### src/verilog/dif_defines.svh
// constants for the driver input function logic
`ifndef DIF_DEFINES_SVH
`define DIF_DEFINES_SVH
`define DIF_ETO_EDGE 2'h1
`define DIF_ETO_LEVEL 2'h2
`define DIF_TRQ_MAX 14'h2710
`define DIF_TRQ_RST 14'h01F4
`define DIF_SPD_RATIO 1'h0
`define DIF_SPD_VALUE 1'h1
`define DIF_RATIO_MIN 7'h01
`define DIF_RATIO_MAX 7'h64
`define DIF_RATIO_RST 7'h32
`define DIF_VEL_MIN 22'h000001
`define DIF_VEL_MAX 22'h3D0900
`define DIF_VEL_RST 22'h0003E8
`define DIF_ADDR_FOLLOW 8'hFF
`define DIF_SLAVE_MAX 8'h1F
`define DIF_NODE_MAX 8'h7F
`define DIF_TORQUE_NONE 14'h0000
`endif

### src/verilog/dif_pkg.sv
// types for the driver input function logic
package dif_pkg;
    typedef enum logic [1:0] {
        DIF_FREE = 2'b00,
        DIF_ALARM = 2'b01,
        DIF_TORQUE_OFF = 2'b10,
        DIF_EXCITED = 2'b11
    } dif_state_t;

    typedef struct packed {
        logic fault_clear;
        logic torque_off_release;
        logic latch_wipe;
        logic notice_clear;
        logic tool_direct;
        logic tool_remote;
        logic torque_cap;
        logic velocity_cap;
        logic hold_loop_select;
        logic auto_tune_enable;
        logic safe_off_a;
        logic safe_off_b;
        logic excite_request;
        logic [3:0] node_select_bits;
    } dif_inputs_t;

    typedef struct packed {
        logic user_capture_0;
        logic user_capture_1;
        logic step_capture_flag;
        logic branch_capture_low;
        logic branch_capture_mid;
        logic branch_capture_high;
        logic stop_capture;
        logic [7:0] branch_event_low;
        logic [7:0] branch_event_mid;
        logic [7:0] branch_event_high;
    } dif_latches_t;
endpackage
### src/verilog/dif_input_logic.sv
// input signal handling: status release, function change, node address
// Behaviour
// - alarm clears only on OFF-to-ON edge of fault clear input
// - alarms marked non-resettable survive the fault clear edge
// - torque-off release excites motor after both safe-off inputs and request
// - release criterion: code 1 rising edge, code 2 level
// - latch wipe clears user, step, branch latches, event numbers, stop latch
// - latch wipe clears cumulative load only when its auto clear is off
// - notice clear works only while automatic notice clearing is off
// - tool unlock ON releases support-tool limitation, OFF imposes it
// - unassigned tool unlock is ON; both assigned needs both ON
// - torque cap input caps torque at limit, 0 to 10000, default 500
// - velocity cap input limits velocity, ratio or value mode
// - ratio mode limit 1 to 100 percent, default 50
// - value mode limit 1 to 4000000, default 1000
// - when stopped, hold loop select OFF disables, ON enables position loop
// - auto-tune follows enable input when mode says follow input
// - auto-tune monitor ON always when mode says permanently enabled
// - node address is select bits plus one, 1 to 16
// - new address taken at reset and on communication reset command; at reset a -1 setting takes 1, synced select bits still zero
// - serial address -1 follows select bits plus one, 1 to 31 fixed, 0 unused
// - node id -1 follows select bits plus one, 0 to 127 fixed
`timescale 1ns/1ps
`default_nettype none
`include "dif_defines.svh"
module dif_input_logic #(
    parameter int LOAD_W = 32
) (
    input wire logic CLK_IN,
    input wire logic RESET_IN,
    input wire dif_pkg::dif_inputs_t PINS_IN,
    input wire logic ALARM_RAISE_IN,
    input wire logic ALARM_FATAL_IN,
    input wire logic NOTICE_RAISE_IN,
    input wire logic NOTICE_AUTO_CLEAR_IN,
    input wire logic LOAD_AUTO_CLEAR_IN,
    input wire logic [LOAD_W-1:0] LOAD_ADD_IN,
    input wire dif_pkg::dif_latches_t LATCH_SET_IN,
    input wire logic [1:0] TOOL_ASSIGN_IN,
    input wire logic [1:0] ETO_MODE_IN,
    input wire logic TORQUE_OFF_ENTER_IN,
    input wire logic [13:0] TORQUE_LIMIT_IN,
    input wire logic SPEED_TYPE_IN,
    input wire logic [6:0] SPEED_RATIO_IN,
    input wire logic [21:0] SPEED_VALUE_IN,
    input wire logic MOTOR_STOPPED_IN,
    input wire logic [1:0] TUNE_MODE_IN,
    input wire logic COMM_RESET_IN,
    input wire logic [7:0] SLAVE_ADDR_SET_IN,
    input wire logic [7:0] NODE_ID_SET_IN,
    output logic ALARM_ACTIVE_OUT,
    output logic ALARM_FATAL_OUT,
    output logic NOTICE_OUT,
    output dif_pkg::dif_latches_t LATCH_OUT,
    output logic [LOAD_W-1:0] LOAD_OUT,
    output dif_pkg::dif_state_t DRIVE_STATE_OUT,
    output logic EXCITE_OUT,
    output logic TOOL_UNLOCKED_OUT,
    output logic [13:0] TORQUE_CAP_OUT,
    output logic SPEED_CAP_ON_OUT,
    output logic SPEED_CAP_MODE_OUT,
    output logic [21:0] SPEED_CAP_VAL_OUT,
    output logic POS_LOOP_ON_OUT,
    output logic AUTO_TUNE_ON_OUT,
    output logic AUTO_TUNE_MONITOR_OUT,
    output logic [7:0] SLAVE_ADDR_OUT,
    output logic [7:0] NODE_ID_OUT
);
    localparam int PW = $bits(dif_pkg::dif_inputs_t);

    // the load accumulator is only sized for 8 to 64 bits
    if (LOAD_W < 8 || LOAD_W > 64) begin : g_load_w_bad
        $error("LOAD_W out of range");
    end

    function automatic logic rising(input logic now, input logic was);
        rising = now & ~was;
    endfunction

    function automatic logic [7:0] pick_addr(input logic [7:0] set,
                                             input logic [7:0] max,
                                             input logic [7:0] follow,
                                             input logic [7:0] keep);
        if (set == `DIF_ADDR_FOLLOW) begin
            pick_addr = follow;
        end else if (set <= max) begin
            pick_addr = set;
        end else begin
            pick_addr = keep;
        end
    endfunction

    // synchroniser: stage a is read only by stage b
    logic [PW-1:0] sync_a_q;
    logic [PW-1:0] sync_b_q;
    logic [PW-1:0] prev_q;
    dif_pkg::dif_inputs_t in_s;
    dif_pkg::dif_inputs_t in_p;

    always_ff @(posedge CLK_IN or posedge RESET_IN) begin
        if (RESET_IN) begin
            sync_a_q <= '0;
            sync_b_q <= '0;
            prev_q <= '0;
        end else begin
            sync_a_q <= PINS_IN;
            sync_b_q <= sync_a_q;
            prev_q <= sync_b_q;
        end
    end

    assign in_s = dif_pkg::dif_inputs_t'(sync_b_q);
    assign in_p = dif_pkg::dif_inputs_t'(prev_q);

    logic fault_edge;
    logic release_edge;
    logic release_hit;
    logic wipe_edge;
    logic notice_edge;
    assign fault_edge = rising(in_s.fault_clear, in_p.fault_clear);
    assign release_edge = rising(in_s.torque_off_release,
                                 in_p.torque_off_release);
    assign wipe_edge = rising(in_s.latch_wipe, in_p.latch_wipe);
    assign notice_edge = rising(in_s.notice_clear, in_p.notice_clear);
    assign release_hit = (ETO_MODE_IN == `DIF_ETO_LEVEL) ?
                         in_s.torque_off_release : release_edge;

    // status group: alarm, notice, latches, cumulative load
    logic alarm_q, alarm_d, fatal_q, fatal_d, notice_q, notice_d;
    dif_pkg::dif_latches_t lat_q, lat_d;
    logic [LOAD_W-1:0] load_q, load_d;

    always_comb begin
        alarm_d = alarm_q;
        fatal_d = fatal_q;
        if (fault_edge && !fatal_q) begin
            alarm_d = 1'b0;
        end
        // raise wins over a simultaneous clear
        if (ALARM_RAISE_IN) begin
            alarm_d = 1'b1;
            fatal_d = fatal_q | ALARM_FATAL_IN;
        end
        notice_d = notice_q;
        if (notice_edge && !NOTICE_AUTO_CLEAR_IN) begin
            notice_d = 1'b0;
        end
        notice_d = notice_d | NOTICE_RAISE_IN;
        lat_d = lat_q;
        if (wipe_edge) begin
            lat_d = '0;
        end
        lat_d = lat_d | LATCH_SET_IN;
        load_d = load_q;
        if (wipe_edge && !LOAD_AUTO_CLEAR_IN) begin
            load_d = '0;
        end
        load_d = LOAD_W'(load_d + LOAD_ADD_IN);
    end

    always_ff @(posedge CLK_IN or posedge RESET_IN) begin
        if (RESET_IN) begin
            alarm_q <= 1'b0;
            fatal_q <= 1'b0;
            notice_q <= 1'b0;
            lat_q <= '0;
            load_q <= '0;
        end else begin
            alarm_q <= alarm_d;
            fatal_q <= fatal_d;
            notice_q <= notice_d;
            lat_q <= lat_d;
            load_q <= load_d;
        end
    end

    // drive state machine
    dif_pkg::dif_state_t st_q, st_d;
    logic safe_ok;
    assign safe_ok = in_s.safe_off_a & in_s.safe_off_b;

    always_comb begin
        st_d = st_q;
        case (st_q)
            dif_pkg::DIF_FREE: begin
                if (alarm_q) begin
                    st_d = dif_pkg::DIF_ALARM;
                end else if (!safe_ok || TORQUE_OFF_ENTER_IN) begin
                    st_d = dif_pkg::DIF_TORQUE_OFF;
                end else if (in_s.excite_request) begin
                    st_d = dif_pkg::DIF_EXCITED;
                end
            end
            dif_pkg::DIF_ALARM: begin
                if (!alarm_q) begin
                    st_d = dif_pkg::DIF_FREE;
                end
            end
            dif_pkg::DIF_TORQUE_OFF: begin
                if (alarm_q) begin
                    st_d = dif_pkg::DIF_ALARM;
                end else if (safe_ok && release_hit) begin
                    st_d = in_s.excite_request ? dif_pkg::DIF_EXCITED :
                           dif_pkg::DIF_FREE;
                end
            end
            dif_pkg::DIF_EXCITED: begin
                if (alarm_q) begin
                    st_d = dif_pkg::DIF_ALARM;
                end else if (!safe_ok || TORQUE_OFF_ENTER_IN) begin
                    st_d = dif_pkg::DIF_TORQUE_OFF;
                end else if (!in_s.excite_request) begin
                    st_d = dif_pkg::DIF_FREE;
                end
            end
            default: st_d = dif_pkg::DIF_FREE;
        endcase
    end

    // function change group
    logic tool_d, tcap_on_d, scap_on_d, smode_d, ploop_d, tune_d, mon_d;
    logic [13:0] tcap_d;
    logic [21:0] sval_d;

    always_comb begin
        case (TOOL_ASSIGN_IN)
            2'h0: tool_d = 1'b1;
            2'h1: tool_d = in_s.tool_direct;
            2'h2: tool_d = in_s.tool_remote;
            default: tool_d = in_s.tool_direct & in_s.tool_remote;
        endcase
        tcap_on_d = in_s.torque_cap;
        tcap_d = (TORQUE_LIMIT_IN > `DIF_TRQ_MAX) ? `DIF_TRQ_MAX :
                 TORQUE_LIMIT_IN;
        if (!tcap_on_d) begin
            tcap_d = `DIF_TORQUE_NONE;
        end
        scap_on_d = in_s.velocity_cap;
        smode_d = SPEED_TYPE_IN;
        if (SPEED_TYPE_IN == `DIF_SPD_RATIO) begin
            if (SPEED_RATIO_IN < `DIF_RATIO_MIN) begin
                sval_d = 22'(`DIF_RATIO_MIN);
            end else if (SPEED_RATIO_IN > `DIF_RATIO_MAX) begin
                sval_d = 22'(`DIF_RATIO_MAX);
            end else begin
                sval_d = 22'(SPEED_RATIO_IN);
            end
        end else begin
            if (SPEED_VALUE_IN < `DIF_VEL_MIN) begin
                sval_d = `DIF_VEL_MIN;
            end else if (SPEED_VALUE_IN > `DIF_VEL_MAX) begin
                sval_d = `DIF_VEL_MAX;
            end else begin
                sval_d = SPEED_VALUE_IN;
            end
        end
        // loop choice only matters at standstill; keep last value in motion
        ploop_d = MOTOR_STOPPED_IN ? in_s.hold_loop_select :
                  POS_LOOP_ON_OUT;
        case (TUNE_MODE_IN)
            2'h1: tune_d = in_s.auto_tune_enable;
            2'h2: tune_d = 1'b1;
            default: tune_d = 1'b0;
        endcase
        mon_d = tune_d;
    end

    // address group
    logic [7:0] slave_d, node_d, follow;
    logic take_q, take_d;
    assign follow = {4'h0, in_s.node_select_bits} + 8'h01;

    always_comb begin
        take_d = 1'b0;
        slave_d = SLAVE_ADDR_OUT;
        node_d = NODE_ID_OUT;
        // take addresses at the first edge after reset, while sync stage b still holds its reset zeros
        if (take_q || COMM_RESET_IN) begin
            slave_d = pick_addr(SLAVE_ADDR_SET_IN, `DIF_SLAVE_MAX, follow,
                                SLAVE_ADDR_OUT);
            if (SLAVE_ADDR_SET_IN == 8'h00) begin
                slave_d = SLAVE_ADDR_OUT;
            end
            node_d = pick_addr(NODE_ID_SET_IN, `DIF_NODE_MAX, follow,
                               NODE_ID_OUT);
        end
    end

    always_ff @(posedge CLK_IN or posedge RESET_IN) begin
        if (RESET_IN) begin
            st_q <= dif_pkg::DIF_FREE;
            TOOL_UNLOCKED_OUT <= 1'b0;
            TORQUE_CAP_OUT <= `DIF_TORQUE_NONE;
            SPEED_CAP_ON_OUT <= 1'b0;
            SPEED_CAP_MODE_OUT <= `DIF_SPD_RATIO;
            SPEED_CAP_VAL_OUT <= 22'(`DIF_RATIO_RST);
            POS_LOOP_ON_OUT <= 1'b0;
            AUTO_TUNE_ON_OUT <= 1'b0;
            AUTO_TUNE_MONITOR_OUT <= 1'b0;
            SLAVE_ADDR_OUT <= 8'h01;
            NODE_ID_OUT <= 8'h01;
            take_q <= 1'b1;
        end else begin
            st_q <= st_d;
            TOOL_UNLOCKED_OUT <= tool_d;
            TORQUE_CAP_OUT <= tcap_d;
            SPEED_CAP_ON_OUT <= scap_on_d;
            SPEED_CAP_MODE_OUT <= smode_d;
            SPEED_CAP_VAL_OUT <= sval_d;
            POS_LOOP_ON_OUT <= ploop_d;
            AUTO_TUNE_ON_OUT <= tune_d;
            AUTO_TUNE_MONITOR_OUT <= mon_d;
            SLAVE_ADDR_OUT <= slave_d;
            NODE_ID_OUT <= node_d;
            take_q <= take_d;
        end
    end

    assign ALARM_ACTIVE_OUT = alarm_q;
    assign ALARM_FATAL_OUT = fatal_q;
    assign NOTICE_OUT = notice_q;
    assign LATCH_OUT = lat_q;
    assign LOAD_OUT = load_q;
    assign DRIVE_STATE_OUT = st_q;
    assign EXCITE_OUT = (st_q == dif_pkg::DIF_EXCITED);
endmodule
`default_nettype wire

### config.mk
export PLATFORM = sky130hd
export DESIGN_NAME = dif_input_logic
export DESIGN_NICKNAME = d
export VERILOG_FILES = /design/src/verilog/dif_pkg.sv /design/src/verilog/dif_input_logic.sv
export VERILOG_INCLUDE_DIRS = /design/src /design/src/verilog
export SDC_FILE = /design/constraint.sdc
export NUM_CORES = 1
export LEC_CHECK = 0
export BUFFER_PORTS_ARGS = -buffer_cell sky130_fd_sc_hd__buf_2
export CAP_MARGIN = 20
export CORE_MARGIN = 3
export CORE_UTILIZATION = 40
export DETAILED_ROUTE_END_ITERATION = 6
export PLACE_DENSITY = 0.68
export SYNTH_ARGS = -nofsm -noshare
export SYNTH_HDL_FRONTEND = slang
export SYNTH_SLANG_ARGS = --single-unit
### constraint.sdc
create_clock -name CLK_IN -period 7.1 [get_ports CLK_IN]
set_clock_uncertainty 0.2 [all_clocks]
set_input_delay 1.065 -clock CLK_IN [delete_from_list [all_inputs] [get_ports CLK_IN]]
set_output_delay 1.065 -clock CLK_IN [all_outputs]
set_load 0.05 [all_outputs]
==> impl_metrics.tcl, run 1 <==
set metrics [dict create \
    chipWidth_um 141 \
    drt_iter0_drc 285 \
    leakage_nw 4.69 \
    fin_tns_setup_ns 0 \
    grt_max_degree 88 \
    required_ns 7.20 \
    ys_warn_count 0 \
    critPathLaunchType "primary input" \
    postSynthCellCount 662 \
    place_ws_ns 2.68 \
    clock_latency_ns 0.42 \
    outcome "complete, no violations" \
    root_buffer "clkbuf_16" \
    syn-cell-area_um2 7330 \
    path_clk_slew_ns 0.07 \
    num_rows 48 \
    period_share_pct 56.0 \
    synth_fa_ha_area_share_pct 6.08 \
    muxShareOfSynthArea_pct 0.154 \
    num_vias 5957 \
    grt_overflow 0 \
    synth.top_cell.area_share_pct 54.0 \
    dp.cells 1152 \
    drv_slew 0 \
    place_area_um2 8960 \
    synth_edf_count 0 \
    postCtsSetupRepairBufs 0 \
    cts_tree "done" \
    fillers 1593 \
    synth_top_family_by_area "compound AO/OA/AOI/OAI gates" \
    coreArea_um2 17600 \
    ios 283 \
    setup_slack_ns 3.12 \
    critPathMaxFanout 21 \
    syn_nets 853 \
    cts_buffers 17 \
    powerDensity_nw_per_um2 392 \
    drive_gt1_share_pct 35.5 \
    synth.yosys.seq_area_share_pct 56.1 \
    syn2layout_area_growth_pct 30.7 \
    hp-class "flop to flop" \
    min_from "sync_a_q[11]" \
    r2r-end "LOAD_OUT[30]" \
    gp_congestion 0.905 \
    die_area_um2 20000 \
    ant_nets 0 \
    cts_resized 0 \
    grt_pass1_vias 5837 \
    die_h_um 141 \
    finalHoldViolCount 0 \
    cp.arrival_ns 4.08 \
    synth-seq-cells 164 \
    yosys.area_share.simple_pct 14.9 \
    synthTopCellsByArea "dfrtp_1 54%, ha_1 5.8%, a21o_1 4.3%" \
    async_flop_share_pct 100 \
    relSlewSlack_pct 35.1 \
    grt_usage_pct 19.1 \
    ys_types 64 \
    synthFlopType "dfrtp_1" \
    firstDrtPassIters 4 \
    postCtsHoldBufs 0 \
    instances_no_fill 1187 \
    drc_errors 0 \
    dp_hpwl_um 15000 \
    post-route-cell-area_um2 9580 \
    synth.largest_area_cell "dfrtp_1" \
    critPathKind "primary input to flop" \
    regToRegStartpoint "in_p[14]" \
    nets 1137 \
    initial_utilization_pct 41.6 \
    hold_path_depth 0 \
    htreeDepth 4 \
    finalWirelength_um 19300 \
    grt_setup_unrepaired "no" \
    synth.avg_cell_area_um2 11.1 \
    wire_per_inst_um 16.2 \
    max-vdd-ir-drop_uv 245 \
    max_freq_mhz 252 \
    yosysMostFrequentCell "dfrtp_1" \
    synth_xor_area_share_pct 3.83 \
    cts_buffer_depth 2 \
    r2r_cells 13 \
    min_to "in_s[11]" \
    synth_compound_area_share_pct 16.6 \
    antenna_found_initial 4 \
    synth_common_cells "158 x dfrtp_1, 49 x nand2_1, 42 x a21o_1" \
    port_buffers 282 \
    maxCapViolCount 0 \
    worst_pin_slew_ns 0.973 \
    reg2reg_setup_slack_ns 3.30 \
    cts_sinks 164 \
    fin_util_pct 54.4 \
    viasPerCell 5.02 \
    post-route-min-period_ns 3.98 \
    grt_pass1_wl_um 30200 \
    cp-end-kind "flop" \
    setup_violations 0 \
]
## report_power, final
part           internal [W]  total (W)  leakage (nW)  switching, W
Sequential          0.00109    0.00116          1.90     0.0000703
Clock              0.000508   0.000935         0.297      0.000426
Combinational      0.000536    0.00165          2.50       0.00112
Total               0.00213    0.00375          4.69       0.00162
## logic make-up (layout without fill, tap and decap cells)
group                      count (synthesis)  count (layout)
and+or+nand+nor                          209             209
buffers and inverters                     41             338
adders and majority gates                 35              35
xor gates and xnor gates                  32              32
AOI/OAI and AO/OA                        179             179
other                                      1               4
DFF                                      164             164
muxes                                      1               1
## placed cells by master (no fill, tap or decap), types with 20 or more instances in the layout
cell,instances
nand2_1,49
o21ai_0,35
ha_1,34
nor2b_1,35
nor2_1,33
and2_1,23
dfrtp_1,158
a21o_1,42
inv_1,20
a21oi_1,38
buf_2,282
## per-layer routing
layer	track usage [%]	share of wire [%]	vias to the layer above
met5	0	0.052	-
met4	8.31	3.2	2
met3	3.94	5.9	43
met2	32.3	49	222
met1	23.8	42	2777
li1	-	-	2913
## final cells by class
class | instances | area [um^2] | area share, %
timing repair buffer | 285 | 1430 | 15.0
clock buffer | 17 | 425 | 4.44
antenna | 3 | 7.51 | 0.0784
sequential | 164 | 4110 | 42.9
inverter | 21 | 83.8 | 0.875
multi-input combinational | 457 | 3050 | 31.8
clock inverter | 15 | 183 | 1.91
tap | 225 | 282 | 2.94
## flip-flops by register name (all words and copies together) (netlist names), 2 cells and up
signal and count:
in_s 17, LOAD_OUT 32, DRIVE_STATE_OUT 2, TORQUE_CAP_OUT 14
sync_a_q 17, NODE_ID_OUT 8, SLAVE_ADDR_OUT 8, LATCH_OUT 31
SPEED_CAP_VAL_OUT 22, in_p 5
## critical path: stages
cell      delay (ns)
buf_2           0.11
nor2_2          0.35
buf_4           0.34
nor2b_1         0.08
ha_1            0.23
fa_1            0.41
a21o_1          0.23
a221oi_4        0.38
a211oi_2        0.12
a21oi_1         0.31
and2_4          0.23
o31ai_4         0.06
xor2_1          0.15
## metrics by stage
| stage | hold WS, ns | total power (W) |
|---|---|---|
| floorplan | 0.131 | 0.00244 |
| global placement | 0.131 | 0.00282 |
| detailed placement | 0.135 | 0.00283 |
| CTS | 0.150 | 0.00379 |
| global route | 0.149 | 0.00398 |
| finish | 0.142 | 0.00375 |
## worst max-delay path by stage
stage | from | endpoint | slack (ns) | cells after the start
after CTS | LOAD_AUTO_CLEAR_IN | LOAD_OUT[28] | 3.11 | 13
final | LOAD_AUTO_CLEAR_IN | LOAD_OUT[30] | 3.12 | 13
after global routing | LOAD_AUTO_CLEAR_IN | LOAD_OUT[28] | 2.86 | 13
after detailed placement | LOAD_AUTO_CLEAR_IN | LOAD_OUT[28] | 2.68 | 13
after floorplan | RESET_IN | ALARM_ACTIVE_OUT | 1.41 | 1
after global placement | LOAD_AUTO_CLEAR_IN | LOAD_OUT[28] | 2.77 | 13
(Power assumes the default switching activity.)
==> run 2: changes to the inputs <==
==> constraint.sdc (replaced) <==
create_clock -name CLK_IN -period 3.7 [get_ports CLK_IN]
set_clock_uncertainty 0.2 [all_clocks]
set_input_delay 0.555 -clock CLK_IN [delete_from_list [all_inputs] [get_ports CLK_IN]]
set_output_delay 0.555 -clock CLK_IN [all_outputs]
set_load 0.05 [all_outputs]
==> impl_metrics.tcl, run 2 (synthesis results as in run 1) <==
set metrics [dict create \
    critPathKind "flop to flop" \
    holdWs_ns 0.0435 \
    finalHoldViolCount 0 \
    final_common_cell "buf_2" \
    maxCapViolCount 0 \
    cts_tree "done" \
    critPathMaxFanout 15 \
    path_clk_slew_ns 0.07 \
    worst-path-buf-inv 1 \
    leakage_nw 4.71 \
    gp_congestion 0.921 \
    die_area_um2 20000 \
    drv_slew 0 \
    fin_util_pct 54.6 \
    relSlewSlack_pct 46.8 \
    required_ns 3.83 \
    outcome "complete, no violations" \
    ios 283 \
    port_buffers 282 \
    cts_buffer_depth 2 \
    syn2layout_area_growth_pct 31.1 \
    drc_errors 0 \
    antenna_found_initial 4 \
    cts_resized 0 \
    critPathLaunchType "flop" \
    grt_pass1_wl_um 30000 \
    crit_chain "nand2b_1 -> nor2_2 -> buf_4 -> nor2b_1 -> fa_1 -> a21o_1 -> a221oi_4 -> a21oi_2 -> nor3_2 -> o41ai_2 -> a221oi_2 -> xnor2_1" \
    chipWidth_um 141 \
    htreeDepth 4 \
    nets 1140 \
    grt_max_degree 151 \
    max_freq_mhz 297 \
    initial_utilization_pct 41.6 \
    fin_tns_setup_ns 0 \
    met3_usage_pct 4.04 \
    cp_slowest_stage_delay_ns 0.43 \
    cp-end-kind "flop" \
    num_vias 6048 \
    root_buffer "clkbuf_16" \
    drive_gt1_share_pct 35.6 \
    postCtsSetupRepairBufs 0 \
    die_h_um 141 \
    max-vdd-ir-drop_uv 472 \
    worst_pin_slew_ns 0.797 \
    clock_latency_ns 0.42 \
    grt_usage_pct 18.9 \
    grt_overflow 0 \
    powerDensity_nw_per_um2 751 \
    reg2reg_setup_slack_ns 0.33 \
    cts_sinks 164 \
    cts_buffers 17 \
    dp_hpwl_um 14800 \
    drt_iter0_drc 207 \
    use_met2_pct 32.1 \
    gr-max-usage-layer "met2" \
    grt_pass1_vias 5878 \
    setup_violations 0 \
    post-route-min-period_ns 3.37 \
    viasPerCell 5.09 \
    cp.arrival_ns 3.50 \
    firstDrtPassIters 4 \
    wire_per_inst_um 16.3 \
    ant_nets 0 \
    use_met1_pct 23.5 \
    hp-class "primary input to flop" \
    grt_setup_unrepaired "no" \
    num_rows 48 \
    largest_reg_flops 32 \
    cp_slowest_cell "fa_1" \
    mostFrequentLayoutCells "282 x buf_2, 158 x dfrtp_1, 49 x nand2_1" \
    finalWirelength_um 19300 \
    crit_family "compound AO/OA/AOI/OAI gates" \
    period_share_pct 91.0 \
    coreArea_um2 17600 \
]
-- run 2: cell count changes in the layout (fill, tap and decap cells not counted) --
cell	previous run	this run
buf_4	3	4
diode_2	3	2
buf_12	0	1
clkinv_8	2	3
dlygate4sd3_1	0	1
clkinv_4	1	2
inv_12	1	0
inv_8	5	4
-- run 2: layout make-up --
class	count	area (um^2)
Sequential cell	164	4110
Clock inverter	15	181
Clock buffer	17	425
Antenna cell	2	5.00
Tap cell	225	282
Timing Repair Buffer	288	1470
Fill cell	1603	7990
Multi-Input combinational cell	457	3050
Inverter	21	82.6
-- run 2: path summary, 6_finish.rpt --
kind / start / endpoint / cells after the start
setup / recovery: in_p[14] / LOAD_OUT[28] / 12
hold / removal: PINS_IN[7] / sync_a_q[7] / 1
setup reg to reg: in_p[14] / LOAD_OUT[28] / 12
hold reg to reg: sync_a_q[6] / in_s[6] / 0
max in group asynchronous: RESET_IN / in_s[14] / 4
min in group asynchronous: RESET_IN / ALARM_FATAL_OUT / 3
-- run 2: what timing repair did --
action | in CTS | in global routing
hold endpoints to repair | 14 | 0
hold buffers | 1 | 0
setup endpoints to repair | 0 | 0
-- run 2: per-stage QoR --
stage | instances | worst slack [ns] | area, um^2 | power (W)
2_1_floorplan | 662 | 0.319 | 7330 | 0.00469
3_3_place_gp | 1154 | 0.324 | 8990 | 0.00544
3_5_place_dp | 1154 | 0.262 | 8990 | 0.00545
4_1_cts | 1187 | 0.358 | 9600 | 0.00728
5_1_grt | 1189 | 0.171 | 9610 | 0.00764
6_report | 1189 | 0.333 | 9610 | 0.00721
-- run 2: where the power goes --
group	switching, W	internal [W]	leakage [nW]	total, W
combinational	0.00218	0.00104	2.51	0.00321
sequential	0.000131	0.00209	1.90	0.00222
clock	0.000806	0.000972	0.299	0.00178
total	0.00311	0.00410	4.71	0.00721
-- run 2: routing by layer --
metal  part of all wire [%]  wire length [um]
met1                     42              8050
met2                     50              9600
met3                    6.2              1210
met4                    2.3               448
met5                   0.11                21
